<file path="src/include/fxa_pkg.sv">
// Shared constants, types and decode functions of the fixed-point datapath
package fxa_pkg;

  // Bus and datapath widths
  localparam int DATA_W = 32;              // Fullword width
  localparam int ADDR_W = 32;              // Register bus address width
  localparam int STRB_W = DATA_W / 8;      // Byte lanes per word
  localparam int HALF_W = 16;              // Halfword operand width
  localparam int NIB_W  = 4;               // Short immediate field width

  // Register byte offsets
  localparam logic [ADDR_W-1:0] OFS_OPND1     = 32'h0000_0000;  // First operand register
  localparam logic [ADDR_W-1:0] OFS_OPND1_ODD = 32'h0000_0004;  // Odd partner of the pair
  localparam logic [ADDR_W-1:0] OFS_SRC_REG   = 32'h0000_0008;  // Second operand register
  localparam logic [ADDR_W-1:0] OFS_MEM_DATA  = 32'h0000_000c;  // Storage operand word
  localparam logic [ADDR_W-1:0] OFS_IMM       = 32'h0000_0010;  // Immediate field
  localparam logic [ADDR_W-1:0] OFS_INDEX     = 32'h0000_0014;  // Index register contents
  localparam logic [ADDR_W-1:0] OFS_CTRL      = 32'h0000_0018;  // Opcode and start
  localparam logic [ADDR_W-1:0] OFS_STATUS    = 32'h0000_001c;  // Condition code and state
  localparam int                WORD_LSB      = 2;              // Byte bits below a word

  // Control and status field positions
  localparam int CTRL_OP_LSB    = 0;       // Opcode byte
  localparam int CTRL_START_BIT = 8;       // Write one to execute
  localparam int CTRL_START_LANE = 1;      // Byte lane holding the start bit
  localparam int ST_DONE_BIT    = 4;       // Operation completed
  localparam int ST_BUSY_BIT    = 5;       // Operation pending
  localparam int ST_BADOP_BIT   = 6;       // Unknown opcode seen

  // Condition code flag positions
  localparam int CC_C = 3;                 // Carry or borrow
  localparam int CC_V = 2;                 // Overflow
  localparam int CC_G = 1;                 // Greater
  localparam int CC_L = 0;                 // Less

  // Reset values
  localparam logic [DATA_W-1:0] RST_WORD   = 32'h0000_0000;
  localparam logic [7:0]        RST_OPCODE = 8'h00;
  localparam logic [3:0]        RST_CC     = 4'h0;

  // Bus responses
  localparam logic [1:0] RESP_OKAY   = 2'h0;
  localparam logic [1:0] RESP_DECERR = 2'h3;

  // Opcodes
  localparam logic [7:0] OPC_S_MEM   = 8'h5b;   // Subtract, storage
  localparam logic [7:0] OPC_S_REG   = 8'h0b;   // Subtract, register
  localparam logic [7:0] OPC_S_IMM   = 8'hfb;   // Subtract, long immediate
  localparam logic [7:0] OPC_S_SHORT = 8'h27;   // subtract_short_immediate
  localparam logic [7:0] OPC_SH_MEM  = 8'h4b;   // Subtract halfword, storage
  localparam logic [7:0] OPC_SH_IMM  = 8'hcb;   // subtract_half_immediate
  localparam logic [7:0] OPC_C_MEM   = 8'h59;   // Compare, storage
  localparam logic [7:0] OPC_C_REG   = 8'h09;   // Compare, register
  localparam logic [7:0] OPC_C_IMM   = 8'hf9;   // Compare, long immediate
  localparam logic [7:0] OPC_CH_MEM  = 8'h49;   // Compare halfword, storage
  localparam logic [7:0] OPC_CH_IMM  = 8'hc9;   // compare_half_immediate
  localparam logic [7:0] OPC_M_MEM   = 8'h5c;   // Multiply, storage
  localparam logic [7:0] OPC_M_REG   = 8'h1c;   // multiply_register_form

  // Operation classes
  typedef enum logic [1:0] {KIND_SUB, KIND_CMP, KIND_MUL, KIND_BAD} fxa_kind_t;

  // Second operand sources
  typedef enum logic [2:0] {
    SRC_MEM_FULL, SRC_MEM_HALF, SRC_REG, SRC_LONG_IMM, SRC_HALF_IMM, SRC_NIBBLE
  } fxa_src_t;

  // Register selection
  typedef enum logic [3:0] {
    REG_OPND1, REG_OPND1_ODD, REG_SRC_REG, REG_MEM_DATA,
    REG_IMM, REG_INDEX, REG_CTRL, REG_STATUS, REG_NONE
  } fxa_reg_t;

  // AXI4-Lite master to slave
  typedef struct packed {
    logic              awvalid;
    logic [ADDR_W-1:0] awaddr;
    logic              wvalid;
    logic [DATA_W-1:0] wdata;
    logic [STRB_W-1:0] wstrb;
    logic              bready;
    logic              arvalid;
    logic [ADDR_W-1:0] araddr;
    logic              rready;
  } fxa_axil_req_t;

  // AXI4-Lite slave to master
  typedef struct packed {
    logic              awready;
    logic              wready;
    logic              bvalid;
    logic [1:0]        bresp;
    logic              arready;
    logic              rvalid;
    logic [DATA_W-1:0] rdata;
    logic [1:0]        rresp;
  } fxa_axil_rsp_t;

  // Whole state of the datapath block
  typedef struct packed {
    logic              aw_got;     // Write address held
    logic [ADDR_W-1:0] awaddr;
    logic              w_got;      // Write data held
    logic [DATA_W-1:0] wdata;
    logic [STRB_W-1:0] wstrb;
    logic              bvalid;
    logic [1:0]        bresp;
    logic              rvalid;
    logic [DATA_W-1:0] rdata;
    logic [1:0]        rresp;
    logic [DATA_W-1:0] opnd1;      // First operand register (even of pair)
    logic [DATA_W-1:0] opnd1_odd;  // Odd register of the pair
    logic [DATA_W-1:0] src_reg;
    logic [DATA_W-1:0] mem_data;
    logic [DATA_W-1:0] imm;
    logic [DATA_W-1:0] index;
    logic [7:0]        opcode;
    logic              pend;       // Execute at the next edge
    logic [3:0]        cc;
    logic              done;
    logic              bad_op;
  } fxa_state_t;

  // Class of an opcode
  function automatic fxa_kind_t op_kind(input logic [7:0] op);
    unique case (op)
      OPC_S_MEM, OPC_S_REG, OPC_S_IMM, OPC_S_SHORT, OPC_SH_MEM, OPC_SH_IMM: op_kind = KIND_SUB;
      OPC_C_MEM, OPC_C_REG, OPC_C_IMM, OPC_CH_MEM, OPC_CH_IMM:              op_kind = KIND_CMP;
      OPC_M_MEM, OPC_M_REG:                                                 op_kind = KIND_MUL;
      default:                                                              op_kind = KIND_BAD;
    endcase
  endfunction

  // Second operand source of an opcode
  function automatic fxa_src_t op_src(input logic [7:0] op);
    unique case (op)
      OPC_SH_MEM, OPC_CH_MEM:            op_src = SRC_MEM_HALF;
      OPC_S_REG, OPC_C_REG, OPC_M_REG:   op_src = SRC_REG;
      OPC_S_IMM, OPC_C_IMM:              op_src = SRC_LONG_IMM;
      OPC_SH_IMM, OPC_CH_IMM:            op_src = SRC_HALF_IMM;
      OPC_S_SHORT:                       op_src = SRC_NIBBLE;
      default:                           op_src = SRC_MEM_FULL;
    endcase
  endfunction

  // Register selected by a bus address
  function automatic fxa_reg_t reg_sel(input logic [ADDR_W-1:0] addr);
    logic [ADDR_W-1:0] word;
    word = {addr[ADDR_W-1:WORD_LSB], {WORD_LSB{1'b0}}};
    unique case (word)
      OFS_OPND1:     reg_sel = REG_OPND1;
      OFS_OPND1_ODD: reg_sel = REG_OPND1_ODD;
      OFS_SRC_REG:   reg_sel = REG_SRC_REG;
      OFS_MEM_DATA:  reg_sel = REG_MEM_DATA;
      OFS_IMM:       reg_sel = REG_IMM;
      OFS_INDEX:     reg_sel = REG_INDEX;
      OFS_CTRL:      reg_sel = REG_CTRL;
      OFS_STATUS:    reg_sel = REG_STATUS;
      default:       reg_sel = REG_NONE;
    endcase
  endfunction

endpackage

</file>
<file path="src/fxa_alu.sv">
// Fixed-point subtract, compare and multiply datapath behind an AXI4-Lite slave
// Operation
// RL1 - Fullword subtract writes difference to first register
// RL2 - Subtract sets sign, overflow and borrow flags
// RL3 - Short immediate zero-extended from four bits
// RL4 - Long immediate plus index forms operand
// RL5 - Program aligns fullword storage operands
// RL6 - Halfword subtract sign-extends second operand
// RL7 - Halfword immediate sign-extended, then index added
// RL8 - Program aligns halfword storage operands
// RL9 - Compare changes only the condition code
// RL10 - Compare flags: equal, less, greater
// RL11 - Halfword compare uses sign-extended fullword
// RL12 - Multiply odd register, signed product to pair
// RL13 - High half even register, low half next
// RL14 - Program names even register for multiply
// RL15 - Overflow when signed result does not fit
// RL16 - Undefined flags carry no meaning
//
// Local design decisions: the register offsets and the AXI4-Lite slave port.
`timescale 1ns/1ps
module fxa_alu (
  input  wire logic                  aclk,     // Processor clock
  input  wire logic                  aresetn,  // Synchronous reset, active low
  input  wire fxa_pkg::fxa_axil_req_t axi_req, // Register bus from master
  output fxa_pkg::fxa_axil_rsp_t      axi_rsp  // Register bus to master
);
  import fxa_pkg::*;

  fxa_state_t              s_reg;        // Registered state
  fxa_state_t              s_next;       // Next state
  fxa_kind_t               kind;         // Class of the held opcode
  fxa_src_t                src;          // Operand source of the held opcode
  logic [DATA_W-1:0]       opnd2;        // Formed second operand
  logic [2*DATA_W-1:0]     product;      // Multiply result
  logic [DATA_W:0]         diff_wide;    // Difference with borrow on top
  logic [DATA_W-1:0]       diff;         // Difference
  logic                    borrow;       // Unsigned borrow out
  logic                    ovf;          // Signed overflow of the difference
  logic                    cmp_lt;       // First operand signed less
  logic                    cmp_gt;       // First operand signed greater
  logic                    awready;      // Write address accepted
  logic                    wready;       // Write data accepted
  logic                    arready;      // Read address accepted
  fxa_reg_t                wsel;         // Register addressed by the held write
  fxa_reg_t                rsel;         // Register addressed by the read

  // Decode the held opcode
  assign kind = op_kind(s_reg.opcode);
  assign src  = op_src(s_reg.opcode);

  // Form the second operand
  fxa_operand #(.WIDTH(DATA_W)) u_operand (
    .src        (src),
    .mem_word   (s_reg.mem_data),
    .reg_word   (s_reg.src_reg),
    .imm_word   (s_reg.imm),
    .index_word (s_reg.index),
    .operand    (opnd2)
  );

  // Multiply the odd register by the second operand
  fxa_multiplier #(.WIDTH(DATA_W)) u_mult (
    .multiplicand (s_reg.opnd1_odd),
    .multiplier   (opnd2),
    .product      (product)
  );

  // RL1 subtract with borrow
  assign diff_wide = {1'b0, s_reg.opnd1} - {1'b0, opnd2};
  assign diff      = diff_wide[DATA_W-1:0];
  assign borrow    = diff_wide[DATA_W];
  // RL15 operand signs differ and result sign differs from the first operand
  assign ovf       = (s_reg.opnd1[DATA_W-1] != opnd2[DATA_W-1])
                     && (diff[DATA_W-1] != s_reg.opnd1[DATA_W-1]);
  // RL10 signed comparison of the operands
  assign cmp_lt    = $signed(s_reg.opnd1) < $signed(opnd2);
  assign cmp_gt    = $signed(s_reg.opnd1) > $signed(opnd2);

  // Bus handshakes: one write and one read in flight
  assign awready = !s_reg.aw_got && !s_reg.bvalid;
  assign wready  = !s_reg.w_got && !s_reg.bvalid;
  assign arready = !s_reg.rvalid;
  assign wsel    = reg_sel(s_reg.awaddr);
  assign rsel    = reg_sel(axi_req.araddr);

  // Drive the bus outputs
  always_comb begin
    axi_rsp.awready = awready;
    axi_rsp.wready  = wready;
    axi_rsp.bvalid  = s_reg.bvalid;
    axi_rsp.bresp   = s_reg.bresp;
    axi_rsp.arready = arready;
    axi_rsp.rvalid  = s_reg.rvalid;
    axi_rsp.rdata   = s_reg.rdata;
    axi_rsp.rresp   = s_reg.rresp;
  end

  // Merge a write into a word under byte strobes
  function automatic logic [DATA_W-1:0] merge(
    input logic [DATA_W-1:0] old_w,
    input logic [DATA_W-1:0] new_w,
    input logic [STRB_W-1:0] strb
  );
    logic [DATA_W-1:0] res;
    res = old_w;
    for (int i = 0; i < STRB_W; i++) begin
      if (strb[i]) begin
        res[i*8 +: 8] = new_w[i*8 +: 8];
      end
    end
    return res;
  endfunction

  // Next state: bus channels, execution and register writes
  always_comb begin
    s_next = s_reg;
    // Read answer retired
    if (s_reg.rvalid && axi_req.rready) begin
      s_next.rvalid = 1'b0;
    end
    // Read request taken and answered from current registers
    if (arready && axi_req.arvalid) begin
      s_next.rvalid = 1'b1;
      s_next.rresp  = RESP_OKAY;
      unique case (rsel)
        REG_OPND1:     s_next.rdata = s_reg.opnd1;
        REG_OPND1_ODD: s_next.rdata = s_reg.opnd1_odd;
        REG_SRC_REG:   s_next.rdata = s_reg.src_reg;
        REG_MEM_DATA:  s_next.rdata = s_reg.mem_data;
        REG_IMM:       s_next.rdata = s_reg.imm;
        REG_INDEX:     s_next.rdata = s_reg.index;
        REG_CTRL:      s_next.rdata = {{(DATA_W-8){1'b0}}, s_reg.opcode};
        REG_STATUS: begin
          s_next.rdata = RST_WORD;
          s_next.rdata[CC_C:CC_L]    = s_reg.cc;
          s_next.rdata[ST_DONE_BIT]  = s_reg.done;
          s_next.rdata[ST_BUSY_BIT]  = s_reg.pend;
          s_next.rdata[ST_BADOP_BIT] = s_reg.bad_op;
        end
        default: begin
          // Unmapped address reads zero with a decode error
          s_next.rdata = RST_WORD;
          s_next.rresp = RESP_DECERR;
        end
      endcase
    end
    // Write answer retired
    if (s_reg.bvalid && axi_req.bready) begin
      s_next.bvalid = 1'b0;
    end
    // Write address and data taken in either order
    if (awready && axi_req.awvalid) begin
      s_next.aw_got = 1'b1;
      s_next.awaddr = axi_req.awaddr;
    end
    if (wready && axi_req.wvalid) begin
      s_next.w_got = 1'b1;
      s_next.wdata = axi_req.wdata;
      s_next.wstrb = axi_req.wstrb;
    end
    // Execute the pending operation
    if (s_reg.pend) begin
      s_next.pend = 1'b0;
      s_next.done = 1'b1;
      unique case (kind)
        KIND_SUB: begin
          // RL1 difference replaces first operand
          s_next.opnd1 = diff;
          // RL2 flags from borrow, overflow and sign
          s_next.cc[CC_C] = borrow;
          s_next.cc[CC_V] = ovf;
          s_next.cc[CC_G] = !diff[DATA_W-1] && (diff != RST_WORD);
          s_next.cc[CC_L] = diff[DATA_W-1];
        end
        KIND_CMP: begin
          // RL10 carry and less on less, greater alone on greater
          s_next.cc[CC_C] = cmp_lt;
          // RL16 overflow left clear, meaning nothing
          s_next.cc[CC_V] = 1'b0;
          s_next.cc[CC_G] = cmp_gt;
          s_next.cc[CC_L] = cmp_lt;
        end
        KIND_MUL: begin
          // RL13 high half to even, low half to odd
          s_next.opnd1     = product[2*DATA_W-1:DATA_W];
          s_next.opnd1_odd = product[DATA_W-1:0];
        end
        default: begin
          // Unknown opcode changes nothing but the flag
          s_next.bad_op = 1'b1;
        end
      endcase
    end
    // Commit a held write and answer it
    if (s_reg.aw_got && s_reg.w_got && !s_reg.bvalid) begin
      s_next.aw_got = 1'b0;
      s_next.w_got  = 1'b0;
      s_next.bvalid = 1'b1;
      s_next.bresp  = RESP_OKAY;
      unique case (wsel)
        REG_OPND1:     s_next.opnd1     = merge(s_reg.opnd1, s_reg.wdata, s_reg.wstrb);
        REG_OPND1_ODD: s_next.opnd1_odd = merge(s_reg.opnd1_odd, s_reg.wdata, s_reg.wstrb);
        REG_SRC_REG:   s_next.src_reg   = merge(s_reg.src_reg, s_reg.wdata, s_reg.wstrb);
        REG_MEM_DATA:  s_next.mem_data  = merge(s_reg.mem_data, s_reg.wdata, s_reg.wstrb);
        REG_IMM:       s_next.imm       = merge(s_reg.imm, s_reg.wdata, s_reg.wstrb);
        REG_INDEX:     s_next.index     = merge(s_reg.index, s_reg.wdata, s_reg.wstrb);
        REG_CTRL: begin
          // Opcode byte, then start launches execution next edge
          if (s_reg.wstrb[0]) begin
            s_next.opcode = s_reg.wdata[CTRL_OP_LSB +: 8];
          end
          if (s_reg.wstrb[CTRL_START_LANE] && s_reg.wdata[CTRL_START_BIT]) begin
            s_next.pend   = 1'b1;
            s_next.done   = 1'b0;
            s_next.bad_op = 1'b0;
          end
        end
        REG_STATUS: begin
          // Read-only: write ignored
        end
        default: begin
          s_next.bresp = RESP_DECERR;
        end
      endcase
    end
  end

  // State register with synchronous reset
  always_ff @(posedge aclk) begin
    if (!aresetn) begin
      s_reg           <= '0;
      s_reg.opnd1     <= RST_WORD;
      s_reg.opnd1_odd <= RST_WORD;
      s_reg.opcode    <= RST_OPCODE;
      s_reg.cc        <= RST_CC;
      s_reg.bresp     <= RESP_OKAY;
      s_reg.rresp     <= RESP_OKAY;
    end else begin
      s_reg <= s_next;
    end
  end

  // Helper signals for the checks
  logic exec_sub;   // Subtract executes this edge
  logic exec_cmp;   // Compare executes this edge
  logic exec_mul;   // Multiply executes this edge
  logic uns_less;   // Independent unsigned less of the operands
  logic [DATA_W:0] sdiff;  // Difference of sign-extended operands
  assign exec_sub = s_reg.pend && (kind == KIND_SUB);
  assign exec_cmp = s_reg.pend && (kind == KIND_CMP);
  assign exec_mul = s_reg.pend && (kind == KIND_MUL);
  assign uns_less = s_reg.opnd1 < opnd2;
  // Overflow reference: top two bits of the wide difference disagree
  assign sdiff    = {s_reg.opnd1[DATA_W-1], s_reg.opnd1} - {opnd2[DATA_W-1], opnd2};
endmodule

</file>
<file path="src/fxa_multiplier.sv">
// Signed fullword multiplier giving a double-width product
`timescale 1ns/1ps
module fxa_multiplier #(
  parameter int WIDTH = fxa_pkg::DATA_W
) (
  input  wire logic [WIDTH-1:0]   multiplicand,  // Odd register of the pair
  input  wire logic [WIDTH-1:0]   multiplier,    // Second operand
  output logic      [2*WIDTH-1:0] product        // Signed product, high half first
);
  import fxa_pkg::*;

  // Refuse a width too narrow for a sign
  if (WIDTH < 2) begin : g_bad_width
    $error("fxa_multiplier: WIDTH must be at least two");
  end

  logic signed [2*WIDTH-1:0] ext_a;  // Sign-extended multiplicand
  logic signed [2*WIDTH-1:0] ext_b;  // Sign-extended multiplier

  // RL12 signed operands at full width
  assign ext_a   = {{WIDTH{multiplicand[WIDTH-1]}}, multiplicand};
  assign ext_b   = {{WIDTH{multiplier[WIDTH-1]}}, multiplier};
  assign product = ext_a * ext_b;
endmodule

</file>
<file path="src/fxa_operand.sv">
// Second operand former for all operand formats
`timescale 1ns/1ps
module fxa_operand #(
  parameter int WIDTH = fxa_pkg::DATA_W
) (
  input  wire fxa_pkg::fxa_src_t src,         // Operand source
  input  wire logic [WIDTH-1:0]  mem_word,    // Storage operand
  input  wire logic [WIDTH-1:0]  reg_word,    // Second operand register
  input  wire logic [WIDTH-1:0]  imm_word,    // Immediate field
  input  wire logic [WIDTH-1:0]  index_word,  // Index register contents
  output logic      [WIDTH-1:0]  operand      // Formed fullword operand
);
  import fxa_pkg::*;

  // Refuse widths the extensions cannot serve
  if (WIDTH <= HALF_W) begin : g_bad_width
    $error("fxa_operand: WIDTH must exceed the halfword width");
  end

  logic [WIDTH-1:0] mem_half_ext;  // Sign-extended storage halfword
  logic [WIDTH-1:0] imm_half_ext;  // Sign-extended immediate halfword

  // RL6 sign extend halfword
  assign mem_half_ext = {{(WIDTH-HALF_W){mem_word[HALF_W-1]}}, mem_word[HALF_W-1:0]};
  assign imm_half_ext = {{(WIDTH-HALF_W){imm_word[HALF_W-1]}}, imm_word[HALF_W-1:0]};

  // Select and form the operand
  always_comb begin
    unique case (src)
      // RL11 halfword sign extension
      SRC_MEM_HALF: operand = mem_half_ext;
      SRC_REG:      operand = reg_word;
      // RL4 immediate plus index
      SRC_LONG_IMM: operand = imm_word + index_word;
      // RL7 extended immediate plus index
      SRC_HALF_IMM: operand = imm_half_ext + index_word;
      // RL3 zero extend nibble
      SRC_NIBBLE:   operand = {{(WIDTH-NIB_W){1'b0}}, imm_word[NIB_W-1:0]};
      default:      operand = mem_word;
    endcase
  end
endmodule

</file>
<file path="config.mk">
export PLATFORM = sky130hd
export DESIGN_NAME = fxa_alu
export DESIGN_NICKNAME = d
export VERILOG_FILES = /design/src/include/fxa_pkg.sv /design/src/fxa_alu.sv /design/src/fxa_multiplier.sv /design/src/fxa_operand.sv
export SDC_FILE = /design/constraint.sdc
export NUM_CORES = 2
export LEC_CHECK = 0
export CAP_MARGIN = 0
export CORE_UTILIZATION = 55
export CTS_CLUSTER_DIAMETER = 100
export DETAILED_ROUTE_END_ITERATION = 6
export DONT_BUFFER_PORTS = 1
export PLACE_DENSITY = 0.73
export SYNTH_ARGS = -nofsm -noshare
export SYNTH_HDL_FRONTEND = slang
export SYNTH_HIERARCHICAL = 1
export SYNTH_SLANG_ARGS = --single-unit
</file>
<file path="constraint.sdc">
create_clock -name aclk -period 28.3 [get_ports aclk]
set_input_delay 5.66 -clock aclk [delete_from_list [all_inputs] [get_ports aclk]]
set_output_delay 5.66 -clock aclk [all_outputs]
set_load 0.02 [all_outputs]
</file>
# Yosys cells after proc, flatten, opt, wreduce, memory -nomap -nowiden

Memories as Yosys holds them, arrays and structs flattened. A register that Yosys moved wholly into a read port is not among the register bits.
Cells that the tools add are included.
Widths: inputs -> output; s select.

Bits in registers: 315
ROM bits: 256
Memories: 2
Input bits: 107
Logic and storage cells: 200
Output and inout port bits: 41

Memories:

| memory           | words | bits a word | read ports | clocked after memory_dff | wr ports | line           | text |
|---|---|---|---|---|---|---|---|
| (name not given) | 32    | 4           | 1          | 0                        | 0        | fxa_pkg.sv:150 | `unique case (word)` |
| (name not given) | 32    | 4           | 1          | 1                        | 0        | fxa_pkg.sv:150 |  |

Equal/unequal tests: 44
Reduce and logical (&&, ||, !) cells: 55
Mux-type cells: 53
Bitwise gates (word level): 1
$add $sub $neg: 3
$lt $le $gt $ge: 2
Multipliers: 1

Operators by type and width:

| cell               | count |
|---|---|
| $pmux 32 s8        | 1 |
| $mux 32            | 7 |
| $mux 201           | 1 |
| $mux 8             | 21 |
| $pmux 32 s5        | 1 |
| $add 32x32->32     | 2 |
| $mul 32x32->64     | 1 |
| $mux 64            | 1 |
| $pmux 32 s2        | 1 |
| $logic_not 27->1   | 2 |
| $reduce_and 3->1   | 17 |
| $eq 8x7->1 const B | 5 |
| $mux 35            | 1 |
| $sub 32x32->33     | 1 |
| $eq 4x3->1 const B | 8 |
| $eq 8x8->1 const B | 4 |
| $gt 32x32->1       | 1 |
| $lt 32x32->1       | 1 |
| $reduce_bool 32->1 | 1 |
| $ne 3x3->1 const B | 8 |
| $eq 4x2->1 const B | 4 |
| $eq 8x4->1 const B | 2 |
| $reduce_or 8->1    | 2 |
| $pmux 3 s5         | 1 |
| 28 further kinds   | 65 |

# Depth between registers and ports, before layout

Depth in word-level cells: 10
Gate-level depth with buffers: 51
Gate-level depth less buffers: 48

# Hierarchy

The synthesis kept the hierarchy.

By module, submodules not included:

| module         | area each (µm²) | seq. area each (µm²) | cells an instance | times used |
|---|---|---|---|---|
| fxa_multiplier | 36,197.2        | 0.0                  | 3,858             | 1 |
| fxa_alu        | 15,310.9        | 6,286.0              | 1,916             | 1 |
| fxa_operand    | 2,951.6         | 0.0                  | 427               | 1 |

# Least setup slack after synthesis

Ideal clock, no wire load.

Kind: register -> register
From: register s_reg[12] in the netlist's numbering
To: register s_reg[202] in the netlist's numbering
Cell stages (with the launch flop): 49
Setup time: 0.128 ns
Setup slack: 17.082 ns
Arrival: 11.090 ns
Buffers on the path: 7
Period minus slack after synthesis: 11.218 ns
Required time: 28.172 ns
Path through: dfxtp_1 clkbuf_1 nor4bb_1 nand4_1 o31ai_1 clkbuf_1 nor2b_1 nand2b_1 clkbuf_1 nor2_1 clkbuf_1 a21o_1 ha_1 clkbuf_1 and4_1 and3_1 a31oi_1 o21ai_0 [13 not listed] fa_1 fa_1 ha_1 clkbuf_1 a21o_1 a211o_1 nor2_1 o21ai_0 o221a_2 a22oi_4 a21oi_2 a221oi_4 o21bai_1 xor2_1 a32oi_1 nor2_1 a221oi_1 nor2_1

Longest elaborated chain between the ends: 10
Elaborated cells between the ends (all ways): 36
Those cells by class: 1 x add/sub; 1 x mul; 19 x eq/ne; 7 x mux; 8 x reduce/logical

RTL lines:

| item                                               | line                 | text |
|---|---|---|
| start: declaration                                 | fxa_alu.sv:30        | `fxa_state_t s_reg;` |
| start signal: assignment                           | fxa_alu.sv:240       | `s_reg <= s_next;` |
| $eq 8x4->1 (tied with other cells)                 | fxa_pkg.sv:136       | `unique case (op)` |
| $reduce_or 3->1 or $reduce_or 2->1 (tied branches) | fxa_pkg.sv:136       |  |
| $pmux 3 s5 *                                       | fxa_pkg.sv:136       |  |
| net src[2]                                         | fxa_alu.sv:33        | `fxa_src_t src;` |
| $eq 3x3->1 (tied with other cells)                 | fxa_operand.sv:29    | `unique case (src)` |
| $pmux 32 s5 *                                      | fxa_operand.sv:29    |  |
| net opnd2[31]                                      | fxa_alu.sv:34        | `logic [DATA_W-1:0] opnd2;` |
| $mul 32x32->64 *                                   | fxa_multiplier.sv:23 | `assign product = ext_a * ext_b;` |
| net product[59]                                    | fxa_alu.sv:35        | `logic [2*DATA_W-1:0] product;` |
| $pmux 32 s2 *                                      | fxa_alu.sv:166       | `unique case (kind)` |
| $mux 64 *                                          | fxa_alu.sv:163       | `if (s_reg.pend) begin` |
| $mux 32                                            | fxa_alu.sv:201       | `unique case (wsel)` |
| $mux 201 *                                         | fxa_alu.sv:196       | `if (s_reg.aw_got && s_reg.w_got && !s_reg.bvalid) begin` |

Mark *: on every way through the listed nets, which the timed path passes. The rest lies on a longest branch.
A chain may end at the register's enable or synchronous reset.

# Worst setup path after layout

From: register s_reg[12] in the netlist's numbering
To: register s_reg[191] in the netlist's numbering

Same word-level chain as after synthesis.

==> metrics.md <==
| Metric | Value |
|---|---|
| Status | `complete, no violations` |
| Final setup fails | `0` |
| Cell count after placement | `7,169` |
| Synthesized area per cell | `8.78 um^2` |
| CTS Buffer Depth | `3` |
| Post-route insts no fill | `7,232` |
| Synthesized flop and latch total | `314` |
| Row cnt | `115` |
| Fraction of registers with async set or reset after synthesis | `0` |
| Port Buffers | `0` |
| H-tree levels | `2` |
| Worst slack, placed | `14.87 ns` |
| Slew @ Worst Pin | `1.21 ns` |
| CP startpoint | `s_reg[12]` |
| Antenna viol nets, final | `0` |
| Post_cts resized | `0` |
| CP Class | `flip-flop to flip-flop` |
| CTS tree | `built` |
| Hold_ws | `0.456 ns` |
| NumNets Final | `7,358` |
| Syn Nets | `7,641` |
| Most used cell, CP | `fa_1` |
| Crit path launch type | `flip-flop` |
| Fin. max-slew vios | `0` |
| Largest net degree at the start of global routing | `89` |
| Setup Fix Bufs, Post-CTS | `0` |
| Max stage delay on crit path | `0.82 ns` |
| Vias in the first global route | `45,300` |
| Endpoint, Worst Hold | `s_reg[308]` |
| Final wirelength | `158 mm` |
| Cell Pwr Density | `17.8 mW/mm^2` |
| Die H | `317 um` |
| Worst hold path class | `flip-flop to flip-flop` |
| Fillers | `8,775` |
| Antenna violations before repair | `7` |
| Final critical-path setup slack | `14.44 ns` |
| Fmax | `72.1 MHz` |
| FF-to-FF Start | `s_reg[12]` |
| Part of the cycle the worst path needs | `0.490` |
| Area of the mapped netlist | `0.0545 mm^2` |
| IO Count | `148` |
| Seq/Total Area, Yosys | `0.115` |
| CP Data Arrival Time | `14.25 ns` |
| RSZ-0062 raised after global routing | `false` |
| Hold Crit Depth | `2` |
| Max reg flops | `275` |
| Cells after Synth | `6,201` |
| Hold path start | `s_reg[308]` |
| Worst ir drop on vdd | `0.0469 mV` |
| Reg2Reg Depth | `46` |
| CP max-delay cell | `inv_1` |
| Fin util | `0.574` |
| WL/cell | `21.8 um` |
| RR Endpoint | `s_reg[191]` |
| Dominant synthesized flop cell | `dfxtp_1` |
| Crit path required time | `28.69 ns` |
| Post-DP HPWL | `122 mm` |
| Worst Setup End Kind | `flip-flop` |
| Post-synth EDFFs | `0` |
| Worst slew margin | `0.193` |
| Tmin final | `13.86 ns` |
| Synth warn | `6` |
| Reg clk slew, reported paths | `0.06 ns` |
| DR vias | `43,200` |
| Synth unique cells | `100` |
| Drt first pass iters | `6` |
| Die area | `0.100 mm^2` |
| Clk_lat worst skew | `0.55 ns` |
| First-pass GRT wire length | `254 mm` |
| P&R area growth vs syn | `3.57%` |
| Via/cell ratio | `5.98` |
| Root Buffer | `clkbuf_16` |
| Initial Utilization | `0.554` |
| Clock Sink Count | `314` |
| MaxCap Viol Count | `0` |
| Largest delay contributor family on the critical path | `adder cells` |
| Cts hold-fix bufs | `0` |
| Final Hold Fails | `0` |
| CP Buf/Inv Count | `7` |
| Num CTS Buffers | `34` |
| Core Box Area | `0.0983 mm^2` |
| # DRC | `0` |
| Horiz. Die Dim | `317 um` |
| All-layer global routing usage | `0.325` |
| GR Overflow Total | `0` |
| DR iter-0 viols | `3,940` |
| RePlAce Congestion | `0.982` |
| Critical Path Fanout Max | `44` |
| Skew final | `0.0264 ns` |
| Reg-to-reg slack, setup | `14.44 ns` |
| Share of layout cells above drive strength 1 | `0.0390` |
| Pleak | `0.0273 uW` |
| Final setup TNS | `0 ns` |
## routing by layer
metal,share of wire,GRT usage,vias up
met5,0,0,-
met1,0.41,0.440,22200
li1,-,-,18800
met3,0.076,0.0427,385
met2,0.48,0.535,1825
met4,0.041,0.117,0
## how the worst max path moves through the flow
stage	end	slack [ns]	depth (start not counted)
2_1_floorplan	s_reg[202]	17.08	48
3_3_place_gp	s_reg[206]	15.03	43
3_5_place_dp	s_reg[191]	14.87	46
4_1_cts	s_reg[191]	14.78	46
5_1_grt	s_reg[191]	13.87	46
6_report	s_reg[191]	14.44	46
## layout by cell type, fill, tap and decap left out, types with 88 or more instances in the layout
cell	n
nand2_1	935
mux2i_1	96
inv_1	996
fa_1	1084
and2_1	539
o21ai_0	131
buf_4	88
a21oi_1	265
dfxtp_1	312
ha_1	249
nor2_1	281
## power breakdown
group / internal (uW) / switching, uW
registers: 453 / 25.3
logic: 14.4 / 28.9
clock network: 291 / 192
## stage by stage
step / total power (uW) / area [um^2]
after floorplan: 515 / 54500
after global placement: 528 / 55200
after detailed placement: 529 / 55200
after CTS: 1000 / 56400
after global routing: 1030 / 56400
final: 1000 / 56400
## area by class of cell
type | count | area [um^2] | area share
Inverter | 998 | 3750 | 0.0665
Timing Repair Buffer | 88 | 661 | 0.0117
Clock inverter | 9 | 166 | 0.00295
Antenna cell | 3 | 7.51 | 0.000133
Multi-Input combinational cell | 4482 | 42900 | 0.760
Sequential cell | 314 | 6290 | 0.111
Tap cell | 1287 | 1610 | 0.0285
Clock buffer | 51 | 1040 | 0.0184
## synth_stat cells, types with 19 or more instances
| master | number | area share |
|---|---|---|
| nand2b_1 | 26 | 0.0030 |
| and2_1 | 539 | 0.062 |
| o21ai_0 | 141 | 0.013 |
| a21o_1 | 75 | 0.010 |
| nand3_1 | 41 | 0.0038 |
| nand2_1 | 935 | 0.064 |
| a31oi_1 | 48 | 0.0055 |
| a222oi_1 | 30 | 0.0055 |
| clkbuf_1 | 329 | 0.023 |
| dfxtp_1 | 314 | 0.12 |
| xnor2_1 | 83 | 0.013 |
| buf_4 | 42 | 0.0058 |
| nor3_1 | 54 | 0.0050 |
| ha_1 | 249 | 0.057 |
| a221oi_1 | 54 | 0.0087 |
| a22oi_1 | 34 | 0.0047 |
| xor2_1 | 44 | 0.0071 |
| buf_2 | 19 | 0.0017 |
| inv_1 | 997 | 0.069 |
| nand4_1 | 27 | 0.0031 |
| a211oi_1 | 26 | 0.0036 |
| o21a_1 | 26 | 0.0036 |
| o21bai_1 | 24 | 0.0033 |
| fa_1 | 1084 | 0.40 |
| mux2i_1 | 96 | 0.018 |
| nor2b_1 | 22 | 0.0025 |
| nor2_1 | 281 | 0.019 |
| a21oi_1 | 270 | 0.025 |
| o221ai_1 | 47 | 0.0076 |
## tightest hold or removal path, stage by stage, from the launching register on
cell,delay (ns)
dfxtp_1,0.31
nand2_1,0.05
a21oi_1,0.05
## kinds of logic (layout without fill, tap and decap cells)
kind of cell | after synthesis | after routing | share of synthesized area
AND/OR/NAND/NOR | 2013 | 2013 | 0.175
buffers and inverters | 1405 | 1146 | 0.101
adder cells (fa/ha/maj) | 1334 | 1334 | 0.456
AO/OA/AOI/OAI | 910 | 910 | 0.114
flip-flops | 314 | 314 | 0.115
XOR/XNOR | 127 | 127 | 0.0204
multiplexers | 98 | 98 | 0.0183
other | 0 | 3 | 0
Power figures use the tool's default switching activity.
